## src/hdl/timer_cc_pkg.sv

```systemverilog
// constants shared by the timer capture/compare register ends
// assumes an 8-bit I/O bus with 6-bit I/O addresses
package timer_cc_pkg;

    // bus geometry
    localparam int unsigned IO_ADDR_W = 6;
    localparam int unsigned DATA_W = 8;
    localparam int unsigned CMD_ADDR_W = 7;
    localparam int unsigned IRQ_NUM = 4;

    // i/o offsets
    localparam logic [5:0] CAPTURE_LOW_OFS = 6'h26;
    localparam logic [5:0] CAPTURE_HIGH_OFS = 6'h27;
    localparam logic [5:0] COMPARE_B_LOW_OFS = 6'h28;
    localparam logic [5:0] COMPARE_B_HIGH_OFS = 6'h29;
    localparam logic [5:0] COMPARE_A_HIGH_OFS = 6'h2B;
    localparam logic [5:0] COUNTER_LOW_OFS = 6'h2C;
    localparam logic [5:0] COUNTER_HIGH_OFS = 6'h2D;
    localparam logic [5:0] IRQ_FLAGS_OFS = 6'h38;
    localparam logic [5:0] IRQ_ENABLES_OFS = 6'h39;

    // address spaces
    localparam logic [6:0] IO_SPACE_TOP = 7'h3F;
    localparam logic [6:0] DATA_SPACE_BASE = 7'h20;
    localparam logic [6:0] DATA_SPACE_TOP = 7'h5F;

    // bit positions in flag and enable registers; source i sits at IRQ_BIT_LO + i
    localparam int unsigned CAPTURE_BIT = 5;
    localparam int unsigned COMPARE_A_BIT = 4;
    localparam int unsigned COMPARE_B_BIT = 3;
    localparam int unsigned OVERFLOW_BIT = 2;
    localparam int unsigned IRQ_BIT_LO = 2;

    // reset values
    localparam logic [7:0] BYTE_RESET = 8'h00;
    localparam logic [15:0] WORD_RESET = 16'h0000;
    localparam logic [3:0] IRQ_RESET = 4'h0;

    // waveform modes that take the capture register as top
    localparam logic [3:0] MODE_PFC_CAPTURE_TOP = 4'h8;
    localparam logic [3:0] MODE_PC_CAPTURE_TOP = 4'hA;
    localparam logic [3:0] MODE_CTC_CAPTURE_TOP = 4'hC;
    localparam logic [3:0] MODE_FAST_CAPTURE_TOP = 4'hE;

endpackage : timer_cc_pkg

```

## src/hdl/timer_io_if.sv

```systemverilog
// i/o bus and interrupt lines between the cpu end and the timer register end
// assumes both ends share core_clk; the bench drives nothing through it
`timescale 1ns/100ps
interface timer_io_if;
    import timer_cc_pkg::*;

    logic [IO_ADDR_W-1:0] io_addr;
    logic [DATA_W-1:0] io_wdata;
    logic io_wr;
    logic io_rd;
    logic [DATA_W-1:0] io_rdata;
    logic global_irq_en;
    logic [IRQ_NUM-1:0] irq_req;
    logic [IRQ_NUM-1:0] irq_ack;

    modport device (
        input io_addr,
        input io_wdata,
        input io_wr,
        input io_rd,
        output io_rdata,
        input global_irq_en,
        output irq_req,
        input irq_ack
    );

    modport cpu (
        output io_addr,
        output io_wdata,
        output io_wr,
        output io_rd,
        input io_rdata,
        output global_irq_en,
        input irq_req,
        output irq_ack
    );

endinterface : timer_io_if

```

## src/hdl/sync2.sv

```systemverilog
// two-flop synchroniser for asynchronous level inputs
// assumes inputs are levels wider than a clock period
`timescale 1ns/100ps
module sync2 #(
    parameter int unsigned WIDTH = 1
) (
    // clock and reset
    input wire logic core_clk,
    input wire logic rst_b,
    // levels
    input wire logic [WIDTH-1:0] async_in,
    output logic [WIDTH-1:0] sync_out
);

    logic [WIDTH-1:0] meta_reg;

    always_ff @(posedge core_clk or negedge rst_b) begin
        if (!rst_b) begin
            meta_reg <= '0;
            sync_out <= '0;
        end else begin
            meta_reg <= async_in;
            sync_out <= meta_reg;
        end
    end

endmodule : sync2

```

## src/hdl/timer_capture_compare.sv

```systemverilog
// capture register, compare-b register, shared high-byte latch and
// interrupt flag/enable logic of a 16-bit timer
// assumes counter, compare-a and prescaler live in neighbour blocks on core_clk
`timescale 1ns/100ps

module timer_capture_compare
    import timer_cc_pkg::*;
(
    // clock and reset
    input wire logic core_clk,
    input wire logic rst_b,
    // i/o bus and interrupt lines
    timer_io_if.device bus,
    // counter unit
    input wire logic [15:0] counter_value,
    input wire logic [15:0] compare_a_value,
    input wire logic timer_tick,
    input wire logic top_reached,
    input wire logic overflow_event,
    input wire logic [3:0] waveform_mode_sel,
    input wire logic force_compare_b,
    // capture source controls
    input wire logic capture_rising,
    input wire logic capture_from_comp,
    // asynchronous inputs
    input wire logic capture_pin,
    input wire logic analog_comp_out,
    // results
    output logic [15:0] capture_value,
    output logic [15:0] compare_b_value,
    output logic [7:0] shared_temp,
    output logic compare_b_event,
    output logic capture_is_top
);

    logic [1:0] pin_sync;
    logic src_now;
    logic src_prev_reg;
    logic cap_edge;
    logic pin_event;
    logic top_event;
    logic a_hit_reg;
    logic b_hit_reg;
    logic [3:0] flag_set;
    logic [3:0] flag_clr;
    logic [3:0] flags_reg;
    logic [3:0] flags_next;
    logic [3:0] enables_reg;
    logic [7:0] rdata_next;
    logic wr_capture_low;
    logic wr_compare_b_low;

    // pin and comparator are asynchronous; comparator glitches are filtered by the sync only
    sync2 #(
        .WIDTH(2)
    ) u_sync (
        .core_clk(core_clk),
        .rst_b(rst_b),
        .async_in({analog_comp_out, capture_pin}),
        .sync_out(pin_sync)
    );

    always_ff @(posedge core_clk or negedge rst_b) begin
        if (!rst_b) begin
            capture_is_top <= 1'b0;
        end else begin
            capture_is_top <= (waveform_mode_sel == MODE_PFC_CAPTURE_TOP) ||
                (waveform_mode_sel == MODE_PC_CAPTURE_TOP) ||
                (waveform_mode_sel == MODE_CTC_CAPTURE_TOP) ||
                (waveform_mode_sel == MODE_FAST_CAPTURE_TOP);
        end
    end

    // edge detection on the selected capture source
    assign src_now = capture_from_comp ? pin_sync[1] : pin_sync[0];
    assign cap_edge = capture_rising ? (src_now & ~src_prev_reg) : (~src_now & src_prev_reg);
    assign pin_event = cap_edge & ~capture_is_top;
    assign top_event = capture_is_top & top_reached & timer_tick;

    always_ff @(posedge core_clk or negedge rst_b) begin
        if (!rst_b) begin
            src_prev_reg <= 1'b0;
        end else begin
            src_prev_reg <= src_now;
        end
    end

    assign wr_capture_low = bus.io_wr && (bus.io_addr == CAPTURE_LOW_OFS);
    assign wr_compare_b_low = bus.io_wr && (bus.io_addr == COMPARE_B_LOW_OFS);

    // capture register; a capture beats a same-cycle software write
    always_ff @(posedge core_clk or negedge rst_b) begin
        if (!rst_b) begin
            capture_value <= WORD_RESET;
        end else if (pin_event) begin
            capture_value <= counter_value;
        end else if (wr_capture_low) begin
            capture_value <= {shared_temp, bus.io_wdata};
        end
    end

    always_ff @(posedge core_clk or negedge rst_b) begin
        if (!rst_b) begin
            compare_b_value <= WORD_RESET;
        end else if (wr_compare_b_low) begin
            compare_b_value <= {shared_temp, bus.io_wdata};
        end
    end

    // one latch for every 16-bit register of the timer, including the neighbours'
    always_ff @(posedge core_clk or negedge rst_b) begin
        if (!rst_b) begin
            shared_temp <= BYTE_RESET;
        end else if (bus.io_wr && ((bus.io_addr == CAPTURE_HIGH_OFS) ||
                (bus.io_addr == COMPARE_B_HIGH_OFS) ||
                (bus.io_addr == COMPARE_A_HIGH_OFS) ||
                (bus.io_addr == COUNTER_HIGH_OFS))) begin
            shared_temp <= bus.io_wdata;
        end else if (bus.io_rd && (bus.io_addr == CAPTURE_LOW_OFS)) begin
            shared_temp <= capture_value[15:8];
        end else if (bus.io_rd && (bus.io_addr == COUNTER_LOW_OFS)) begin
            shared_temp <= counter_value[15:8];
        end
    end

    // compare hits are registered so the flag lands one cycle after the matching tick
    always_ff @(posedge core_clk or negedge rst_b) begin
        if (!rst_b) begin
            a_hit_reg <= 1'b0;
            b_hit_reg <= 1'b0;
        end else begin
            a_hit_reg <= timer_tick && (counter_value == compare_a_value);
            b_hit_reg <= timer_tick && (counter_value == compare_b_value);
        end
    end

    // the waveform unit sees forced strobes, the flags never do
    always_ff @(posedge core_clk or negedge rst_b) begin
        if (!rst_b) begin
            compare_b_event <= 1'b0;
        end else begin
            compare_b_event <= (timer_tick && (counter_value == compare_b_value)) || force_compare_b;
        end
    end

    // index i of the four-bit vectors is flag bit IRQ_BIT_LO + i
    always_comb begin
        flag_set = 4'h0;
        flag_set[CAPTURE_BIT-IRQ_BIT_LO] = pin_event | top_event;
        flag_set[COMPARE_A_BIT-IRQ_BIT_LO] = a_hit_reg;
        flag_set[COMPARE_B_BIT-IRQ_BIT_LO] = b_hit_reg;
        flag_set[OVERFLOW_BIT-IRQ_BIT_LO] = overflow_event;
    end

    always_comb begin
        flag_clr = bus.irq_ack;
        if (bus.io_wr && (bus.io_addr == IRQ_FLAGS_OFS)) begin
            flag_clr = flag_clr | bus.io_wdata[IRQ_BIT_LO +: IRQ_NUM];
        end
    end

    // a new event wins over a clear in the same cycle
    assign flags_next = (flags_reg & ~flag_clr) | flag_set;

    always_ff @(posedge core_clk or negedge rst_b) begin
        if (!rst_b) begin
            flags_reg <= IRQ_RESET;
        end else begin
            flags_reg <= flags_next;
        end
    end

    always_ff @(posedge core_clk or negedge rst_b) begin
        if (!rst_b) begin
            enables_reg <= IRQ_RESET;
        end else if (bus.io_wr && (bus.io_addr == IRQ_ENABLES_OFS)) begin
            enables_reg <= bus.io_wdata[IRQ_BIT_LO +: IRQ_NUM];
        end
    end

    // one request line per source
    generate
        for (genvar i = 0; i < IRQ_NUM; i++) begin : g_irq
            always_ff @(posedge core_clk or negedge rst_b) begin
                if (!rst_b) begin
                    bus.irq_req[i] <= 1'b0;
                end else begin
                    bus.irq_req[i] <= flags_reg[i] & enables_reg[i] & bus.global_irq_en;
                end
            end
        end
    endgenerate

    // read mux; bits owned by other timers and unmapped offsets read zero
    always_comb begin
        rdata_next = 8'h00;
        case (bus.io_addr)
            CAPTURE_LOW_OFS: rdata_next = capture_value[7:0];
            CAPTURE_HIGH_OFS: rdata_next = shared_temp;
            COMPARE_B_LOW_OFS: rdata_next = compare_b_value[7:0];
            COMPARE_B_HIGH_OFS: rdata_next = compare_b_value[15:8];
            IRQ_FLAGS_OFS: rdata_next[IRQ_BIT_LO +: IRQ_NUM] = flags_reg;
            IRQ_ENABLES_OFS: rdata_next[IRQ_BIT_LO +: IRQ_NUM] = enables_reg;
            default: rdata_next = 8'h00;
        endcase
    end

    always_ff @(posedge core_clk or negedge rst_b) begin
        if (!rst_b) begin
            bus.io_rdata <= BYTE_RESET;
        end else if (bus.io_rd) begin
            bus.io_rdata <= rdata_next;
        end
    end

endmodule : timer_capture_compare

```

## src/flat_wrapper.sv

```systemverilog
// flat-port wrapper written by rule: the top's interface ports become plain ports
module timer_capture_compare_flat import timer_cc_pkg::*;
  (core_clk, rst_b, counter_value, compare_a_value, timer_tick, top_reached, overflow_event, waveform_mode_sel, force_compare_b, capture_rising, capture_from_comp, capture_pin, analog_comp_out, capture_value, compare_b_value, shared_temp, compare_b_event, capture_is_top, bus_io_addr, bus_io_wdata, bus_io_wr, bus_io_rd, bus_io_rdata, bus_global_irq_en, bus_irq_req, bus_irq_ack);
  timer_io_if bus_i ();
  input wire logic core_clk;
  input wire logic rst_b;
  input wire logic [15:0] counter_value;
  input wire logic [15:0] compare_a_value;
  input wire logic timer_tick;
  input wire logic top_reached;
  input wire logic overflow_event;
  input wire logic [3:0] waveform_mode_sel;
  input wire logic force_compare_b;
  input wire logic capture_rising;
  input wire logic capture_from_comp;
  input wire logic capture_pin;
  input wire logic analog_comp_out;
  output logic [15:0] capture_value;
  output logic [15:0] compare_b_value;
  output logic [7:0] shared_temp;
  output logic compare_b_event;
  output logic capture_is_top;
  input wire logic [$bits(bus_i.io_addr)-1:0] bus_io_addr;
  input wire logic [$bits(bus_i.io_wdata)-1:0] bus_io_wdata;
  input wire logic [$bits(bus_i.io_wr)-1:0] bus_io_wr;
  input wire logic [$bits(bus_i.io_rd)-1:0] bus_io_rd;
  output wire logic [$bits(bus_i.io_rdata)-1:0] bus_io_rdata;
  input wire logic [$bits(bus_i.global_irq_en)-1:0] bus_global_irq_en;
  output wire logic [$bits(bus_i.irq_req)-1:0] bus_irq_req;
  input wire logic [$bits(bus_i.irq_ack)-1:0] bus_irq_ack;
  assign bus_i.io_addr = bus_io_addr;
  assign bus_i.io_wdata = bus_io_wdata;
  assign bus_i.io_wr = bus_io_wr;
  assign bus_i.io_rd = bus_io_rd;
  assign bus_io_rdata = bus_i.io_rdata;
  assign bus_i.global_irq_en = bus_global_irq_en;
  assign bus_irq_req = bus_i.irq_req;
  assign bus_i.irq_ack = bus_irq_ack;
  timer_capture_compare u_core (.core_clk(core_clk), .rst_b(rst_b), .bus(bus_i), .counter_value(counter_value), .compare_a_value(compare_a_value), .timer_tick(timer_tick), .top_reached(top_reached), .overflow_event(overflow_event), .waveform_mode_sel(waveform_mode_sel), .force_compare_b(force_compare_b), .capture_rising(capture_rising), .capture_from_comp(capture_from_comp), .capture_pin(capture_pin), .analog_comp_out(analog_comp_out), .capture_value(capture_value), .compare_b_value(compare_b_value), .shared_temp(shared_temp), .compare_b_event(compare_b_event), .capture_is_top(capture_is_top));
endmodule
```

## config.mk

```make
export PLATFORM = sky130hd
export DESIGN_NAME = timer_capture_compare_flat
export DESIGN_NICKNAME = d
export VERILOG_FILES = /design/src/hdl/timer_cc_pkg.sv /design/src/hdl/timer_io_if.sv /design/src/hdl/sync2.sv /design/src/hdl/timer_capture_compare.sv /design/src/flat_wrapper.sv
export SDC_FILE = /design/constraint.sdc
export NUM_CORES = 1
export LEC_CHECK = 0
export ABC_AREA = 0
export ABC_CLOCK_PERIOD_IN_PS = 3800
export BUFFER_PORTS_ARGS = -buffer_cell sky130_fd_sc_hd__buf_2
export CAP_MARGIN = 40
export CORE_MARGIN = 2
export CORE_UTILIZATION = 50
export CTS_BUF_LIST = sky130_fd_sc_hd__clkbuf_16
export DETAILED_ROUTE_END_ITERATION = 8
export PLACE_DENSITY = 0.85
export SETUP_SLACK_MARGIN = 0.02
export SLEW_MARGIN = 25
export SYNTH_ARGS = -nofsm -noshare
export SYNTH_HDL_FRONTEND = slang
export SYNTH_SLANG_ARGS = --single-unit
```

## constraint.sdc

```tcl
create_clock -name core_clk -period 3.8 [get_ports core_clk]
set_input_delay 0.76 -clock core_clk [delete_from_list [all_inputs] [get_ports core_clk]]
set_output_delay 0.76 -clock core_clk [all_outputs]
set_load 0.05 [all_outputs]
```

After elaboration in Yosys (flattened, before gate mapping)
Index checks and enable logic that the tools add are counted.
{ "word_totals": {"reg_bits": 69, "elab_cells": 82, "output_inout_bits": 54, "input_bits": 67} }
{ "op_classes": {"n_reduce_logical": 18, "mux": 11, "n_eq_ne": 15, "bitwise_logic": 21} }
{ "ops": {"columns": ["operator", "n"], "rows": [
  ["== test 6 bit (second input constant)", 9],
  ["== test 16 bit", 2],
  ["two-way mux 16 bit", 2],
  ["two-way mux 8 bit", 3],
  ["one-hot mux 4 bit (6 select lines)", 1],
  ["== test 4 bit (second input constant)", 4],
  ["one-hot mux 2 bit (4 select lines)", 2],
  ["AND 1 bit", 13],
  ["logical AND 1 bit", 9],
  ["OR 4 bit", 2],
  ["logical OR 1 bit", 7],
  ["AND 4 bit", 1],
  ["two-way mux 4 bit", 1],
  ["NOT 4 bit", 1],
  ["NOT 1 bit", 3],
  ["nonzero test 3 bit", 1],
  ["two-way mux 1 bit", 2],
  ["nonzero test 2 bit", 1],
  ["OR 1 bit", 1]
]} }

Depth between registers and ports, before layout
{ "logic_depth": {"depth_word": 7, "depth_mapped": 6, "ltp_nobuf": 4} }

Hierarchy
From an unflattened synthesis, not the netlist that was laid out.
{ "unflattened": {"hier_cells": 323, "area_unflattened_um2": 3824.9} }
{ "by_module_without_submodules": {"columns": ["module", "cells_each", "seq_area_each_um2", "n_inst", "area_each_um2"], "rows": [
  ["timer_capture_compare", 319, 1626.6, 1, 3724.8],
  ["sync2", 4, 100.1, 1, 100.1]
]} }

Worst setup path after synthesis
OpenSTA, ideal clock, no wires.
{ "synth_path": {"kind": "input -> register", "start": "input capture_from_comp", "end": "register u_core.capture_value[10]", "arrival_ns": 2.189, "path_buffers": 1, "setup_slack_ns": 1.487, "stages": 5, "path_cell_list": "mux2_2 mux2i_1 nor2_1 buf_2 mux2_2"} }
{ "synth_between": {"elab_chain_len": 6, "word_cells_on_any_way": 8} }
{ "synth_rtl": {"columns": ["element", "line_no", "rtl"], "rows": [
  ["from (decl)", "flat_wrapper.sv:15", "input wire logic capture_from_comp;"],
  ["two-way mux 1 bit (*)", "timer_capture_compare.sv:75", "assign src_now = capture_from_comp ? pin_sync[1] : pin_sync[0];"],
  ["NOT 1 bit", "timer_capture_compare.sv:76", "assign cap_edge = capture_rising ? (src_now & ~src_prev_reg) : (~src_now & src_prev_reg);"],
  ["AND 1 bit", "timer_capture_compare.sv:76", null],
  ["two-way mux 1 bit (*)", "timer_capture_compare.sv:76", null],
  ["AND 1 bit (*)", "timer_capture_compare.sv:77", "assign pin_event = cap_edge & ~capture_is_top;"],
  ["two-way mux 16 bit or nonzero test 2 bit (tied branches)", null, null],
  ["to (signal assigned)", "timer_capture_compare.sv:96", "capture_value <= counter_value;"],
  ["to (signal assigned)", "timer_capture_compare.sv:98", "capture_value <= {shared_temp, bus.io_wdata};"],
  ["to (decl)", "timer_capture_compare.sv:29", "output logic [15:0] capture_value,"]
]} }
Every way passes the cells marked *; elsewhere a longest branch is shown, timed or not.
A chain may end at the register's enable or synchronous reset.

Worst setup path in the final report
{ "layout_path": {"start": "input bus_io_addr[0]", "end": "register u_core.shared_temp[3]"} }
{ "layout_between": {"elab_chain_len": 6, "word_cells_on_any_way": 15} }
{ "layout_rtl": {"columns": ["element", "line_no", "rtl"], "rows": [
  ["from (decl)", "flat_wrapper.sv:23", "input wire logic [$bits(bus_i.io_addr)-1:0] bus_io_addr;"],
  ["== test 6 bit (on tied branches)", "timer_capture_compare.sv:114, timer_capture_compare.sv:115", null],
  ["logical OR 1 bit", "timer_capture_compare.sv:114", "end else if (bus.io_wr && ((bus.io_addr == CAPTURE_HIGH_OFS) ||"],
  ["logical OR 1 bit", "timer_capture_compare.sv:115", "(bus.io_addr == COMPARE_B_HIGH_OFS) ||"],
  ["logical OR 1 bit", "timer_capture_compare.sv:116", "(bus.io_addr == COMPARE_A_HIGH_OFS) ||"],
  ["logical AND 1 bit", "timer_capture_compare.sv:114", null],
  ["nonzero test 3 bit (no source line) or two-way mux 8 bit (tied branches)", null, null],
  ["to (signal assigned)", "timer_capture_compare.sv:118", "shared_temp <= bus.io_wdata;"],
  ["to (signal assigned)", "timer_capture_compare.sv:120", "shared_temp <= capture_value[15:8];"],
  ["to (signal assigned)", "timer_capture_compare.sv:122", "shared_temp <= counter_value[15:8];"],
  ["to (decl)", "timer_capture_compare.sv:31", "output logic [7:0] shared_temp,"]
]} }
Several ways; a longest one is shown, not always the timed one.

==> summary.txt <==
Run status
  – Status: complete, no violations

Drt
  – Drt initial violations: between 150 and 200
  – Post-Route WL: around 10 mm
  – Via count: around 3000
  – WL per Instance: 19.3 µm
  – Vias per cell: ~5.5
  – DR DRC count: 0
  – DRT antenna net count: 0
  – Drt pass-1 iters: 4

Global route
  – Initial antenna violation count: 0
  – Total GRT Usage: between 20% and 30%
  – Grt ovf: 0
  – Vias in the first global route: around 3000
  – First-pass GRT wire length: roughly 16 mm
  – Largest net degree at the start of global routing: 50

Finish
  – Final instance count without filler cells: about 530
  – Top flop regs: u_core.capture_value x16, u_core.compare_b_value x16
  – Syn-to-layout area delta: 26.0%
  – Layout cells sized above 1: between 40% and 50%
  – Layout Nets: between 400 and 500
  – # diodes: 0
  – Post-route cell area: 4660 µm²
  – Most common cell after layout, fill and taps aside: buf_2
  – Commonest non-fill, non-tap cells in the layout: buf_2, dfrtp_1, mux2_2, xnor2_1, mux2i_1

Synthesis
  – Syn Std Cell Area: 3700 µm²
  – Sequential area share after synthesis: approximately 47%
  – Largest cells by area after synthesis: dfrtp_1, mux2_2, mux2i_1
  – Mean Syn Cell Area: 12.3 µm²
  – Yosys warning count: 0
  – Count of cell types in the netlist: 41
  – Syn_nets: around 370
  – Number of synthesized flops with an enable pin: 0
  – Main synth FF type: dfrtp_1
  – Post-synth top area share: between 40% and 50%
  – FFs w/ async S/R, synth: 100%
  – Number of synthesized register bits: 69
  – Area leader, netlist: dfrtp_1
  – Synth Instances: 300

STA
  – Final min period: approximately 2.3 ns
  – Setup TNS: 0 ns
  – RSZ-0062 raised after global routing: no
  – Worst slew pin tran: slightly below 0.8 ns
  – Clock Skews: a little under 0.009 ns
  – Worst hold slack: between 0.3 and 0.4 ns
  – Slew HR: roughly half
  – Max Slew Vio Count: 0
  – Final setup fails: 0
  – Peak Freq: around 430 MHz
  – Final Hold Viols: 0
  – Part of the cycle the worst path needs: 60.7%

Power
  – Cell Int Power: about 0.0015 W
  – Combinational power share: 32.9%
  – Leakage: around 2.3 nW
  – Seq pwr share: 38.1%
  – Switching pwr: around 0.00095 W
  – Worst vdd ir: 0.000281 V
  – Switching part of the total: a little under two fifths
  – Clock network power share: around 29%
  – Power per cell area: between 500 and 600 nW/µm²

Critical path
  – Crit path kind: in -> reg
  – Critical Path Fanout Max: 23
  – Setup slack, reg-to-reg: 2.14 ns
  – Crit path required time: between 4 and 5 ns
  – WP data arrival: approximately 2.6 ns
  – CP Launch Type: input pin
  – Worst reg2reg startpoint: u_core.u_sync.sync_out[1]
  – R2R Path End: u_core.capture_value[10]
  – Setup crit end kind: flop
  – Worst reg2reg path depth: 5
  – Worst setup startpoint: bus_io_addr[0]

Place
  – Routability congestion estimate: 0.823
  – Placed cell area: approximately 4400 µm²
  – Placed cells: ~510
  – Post-DP HPWL: roughly 7.3 mm
  – I/O Buffers: 118

Clock network
  – CTS Root Cell: clkbuf_16
  – TritonCTS Buffers: 9
  – CTS clk-pin slew, worst paths: around 0.050 ns
  – Post-CTS resize count: 0
  – CTS H-tree depth: 3
  – Hold buffer count at CTS: 0
  – CTS Sinks: 69
  – CTS tree: done
  – Latest clock arrival within the worst-skew pair: ~0.33 ns
  – Max clock buf depth: 2
  – Post-CTS Setup Bufs: 0

Floorplan
  – Cell Rows: 31
  – Die Span Y: between 90 and 100 µm
  – Die Width: about 90 µm
  – Core area: just over 7000 µm²
  – Die area: roughly 8000 µm²
  – # IOs: between 100 and 150
  – Initial core utilization: between 50% and 60%

Min path
  – Hold EP: u_core.u_sync.sync_out[0]
  – Worst Hold Class: reg -> reg
  – Beginning of the worst hold path: u_core.u_sync.meta_reg[0]
  – Hold path depth: 0

Run
  – Max_cap viols: 0
==> layer usage <==
layer  share of wire, %  global-route usage (%)  vias up
met4                2.6                    9.62        0
met1                 41                    33.3     1428
met2                 49                    42.6      137
met5                  0                       0        -
li1                   -                       -     1337
met3                6.7                    6.79       24
==> kinds of logic (layout without fill, tap and decap cells) <==
family                 count (synthesis)  after routing  synth area share [%]
buffers and inverters                 15            144                  2.33
flip-flops                            69             69                  46.7
XOR/XNOR                              32             32                  7.58
AO/OA/AOI/OAI                         34             34                  6.32
AND/OR/NAND/NOR                       61             61                  9.64
multiplexers                          89             89                  27.5
==> cell usage after synthesis, types with 2 or more instances <==
| library cell | n |
|---|---|
| a22oi_1 | 5 |
| xor2_1 | 12 |
| a2bb2oi_1 | 2 |
| nor2_1 | 11 |
| a31o_2 | 3 |
| nor2b_1 | 3 |
| nand2b_1 | 5 |
| buf_2 | 5 |
| nand4_1 | 4 |
| and3_1 | 4 |
| nor3_1 | 2 |
| nor3_4 | 2 |
| clkbuf_1 | 2 |
| inv_1 | 5 |
| mux2_4 | 10 |
| a21oi_1 | 7 |
| and2_1 | 8 |
| nor4_1 | 5 |
| mux2_2 | 60 |
| dfrtp_1 | 69 |
| a222oi_1 | 2 |
| xnor2_1 | 20 |
| o21ai_0 | 8 |
| nand3b_1 | 2 |
| mux2i_1 | 19 |
| nand2_1 | 10 |
==> through the flow <==
| step | power, W | setup WS, ns | util (%) |
|---|---|---|---|
| after CTS | 0.00250 | 1.50 | 64.6 |
| after global routing | 0.00258 | 1.42 | 64.6 |
| final | 0.00249 | 1.49 | 64.6 |
| after global placement | 0.00175 | 1.27 | 60.8 |
| after detailed placement | 0.00178 | 1.17 | 61.2 |
| after floorplan | 0.00153 | 1.49 | - |
==> power by group through the flow <==
stage,sequential (W),clock (W),combinational (W)
2_1_floorplan,0.00128,0,0.000251
3_3_place_gp,0.000950,0,0.000799
3_5_place_dp,0.000957,0,0.000818
4_1_cts,0.000947,0.000727,0.000824
5_1_grt,0.000963,0.000761,0.000859
6_report,0.000950,0.000723,0.000820
==> worst max-delay path: stages <==
cell	delay (ns)
buf_2	0.42
nand2_1	0.19
a221oi_1	0.30
buf_4	0.27
o21ai_1	0.32
o21ai_0	0.28
==> layout make-up <==
cell class              count  area, µm²
well taps                  99        124
fillers                   585       2550
multi-input cells         216       1890
inverters                   5       18.8
clock buffers               9        225
repair buffers            124        656
flip-flops and latches     69       1730
clock inverters             6       23.8
==> worst max path at each step <==
| stage | end |
|---|---|
| 6_report | u_core.shared_temp[3] |
| 4_1_cts | u_core.shared_temp[3] |
| 2_1_floorplan | u_core.capture_value[10] |
| 3_3_place_gp | u_core.shared_temp[4] |
| 3_5_place_dp | u_core.shared_temp[3] |
| 5_1_grt | u_core.shared_temp[6] |
No activity file was read; power rests on OpenSTA's default activity.
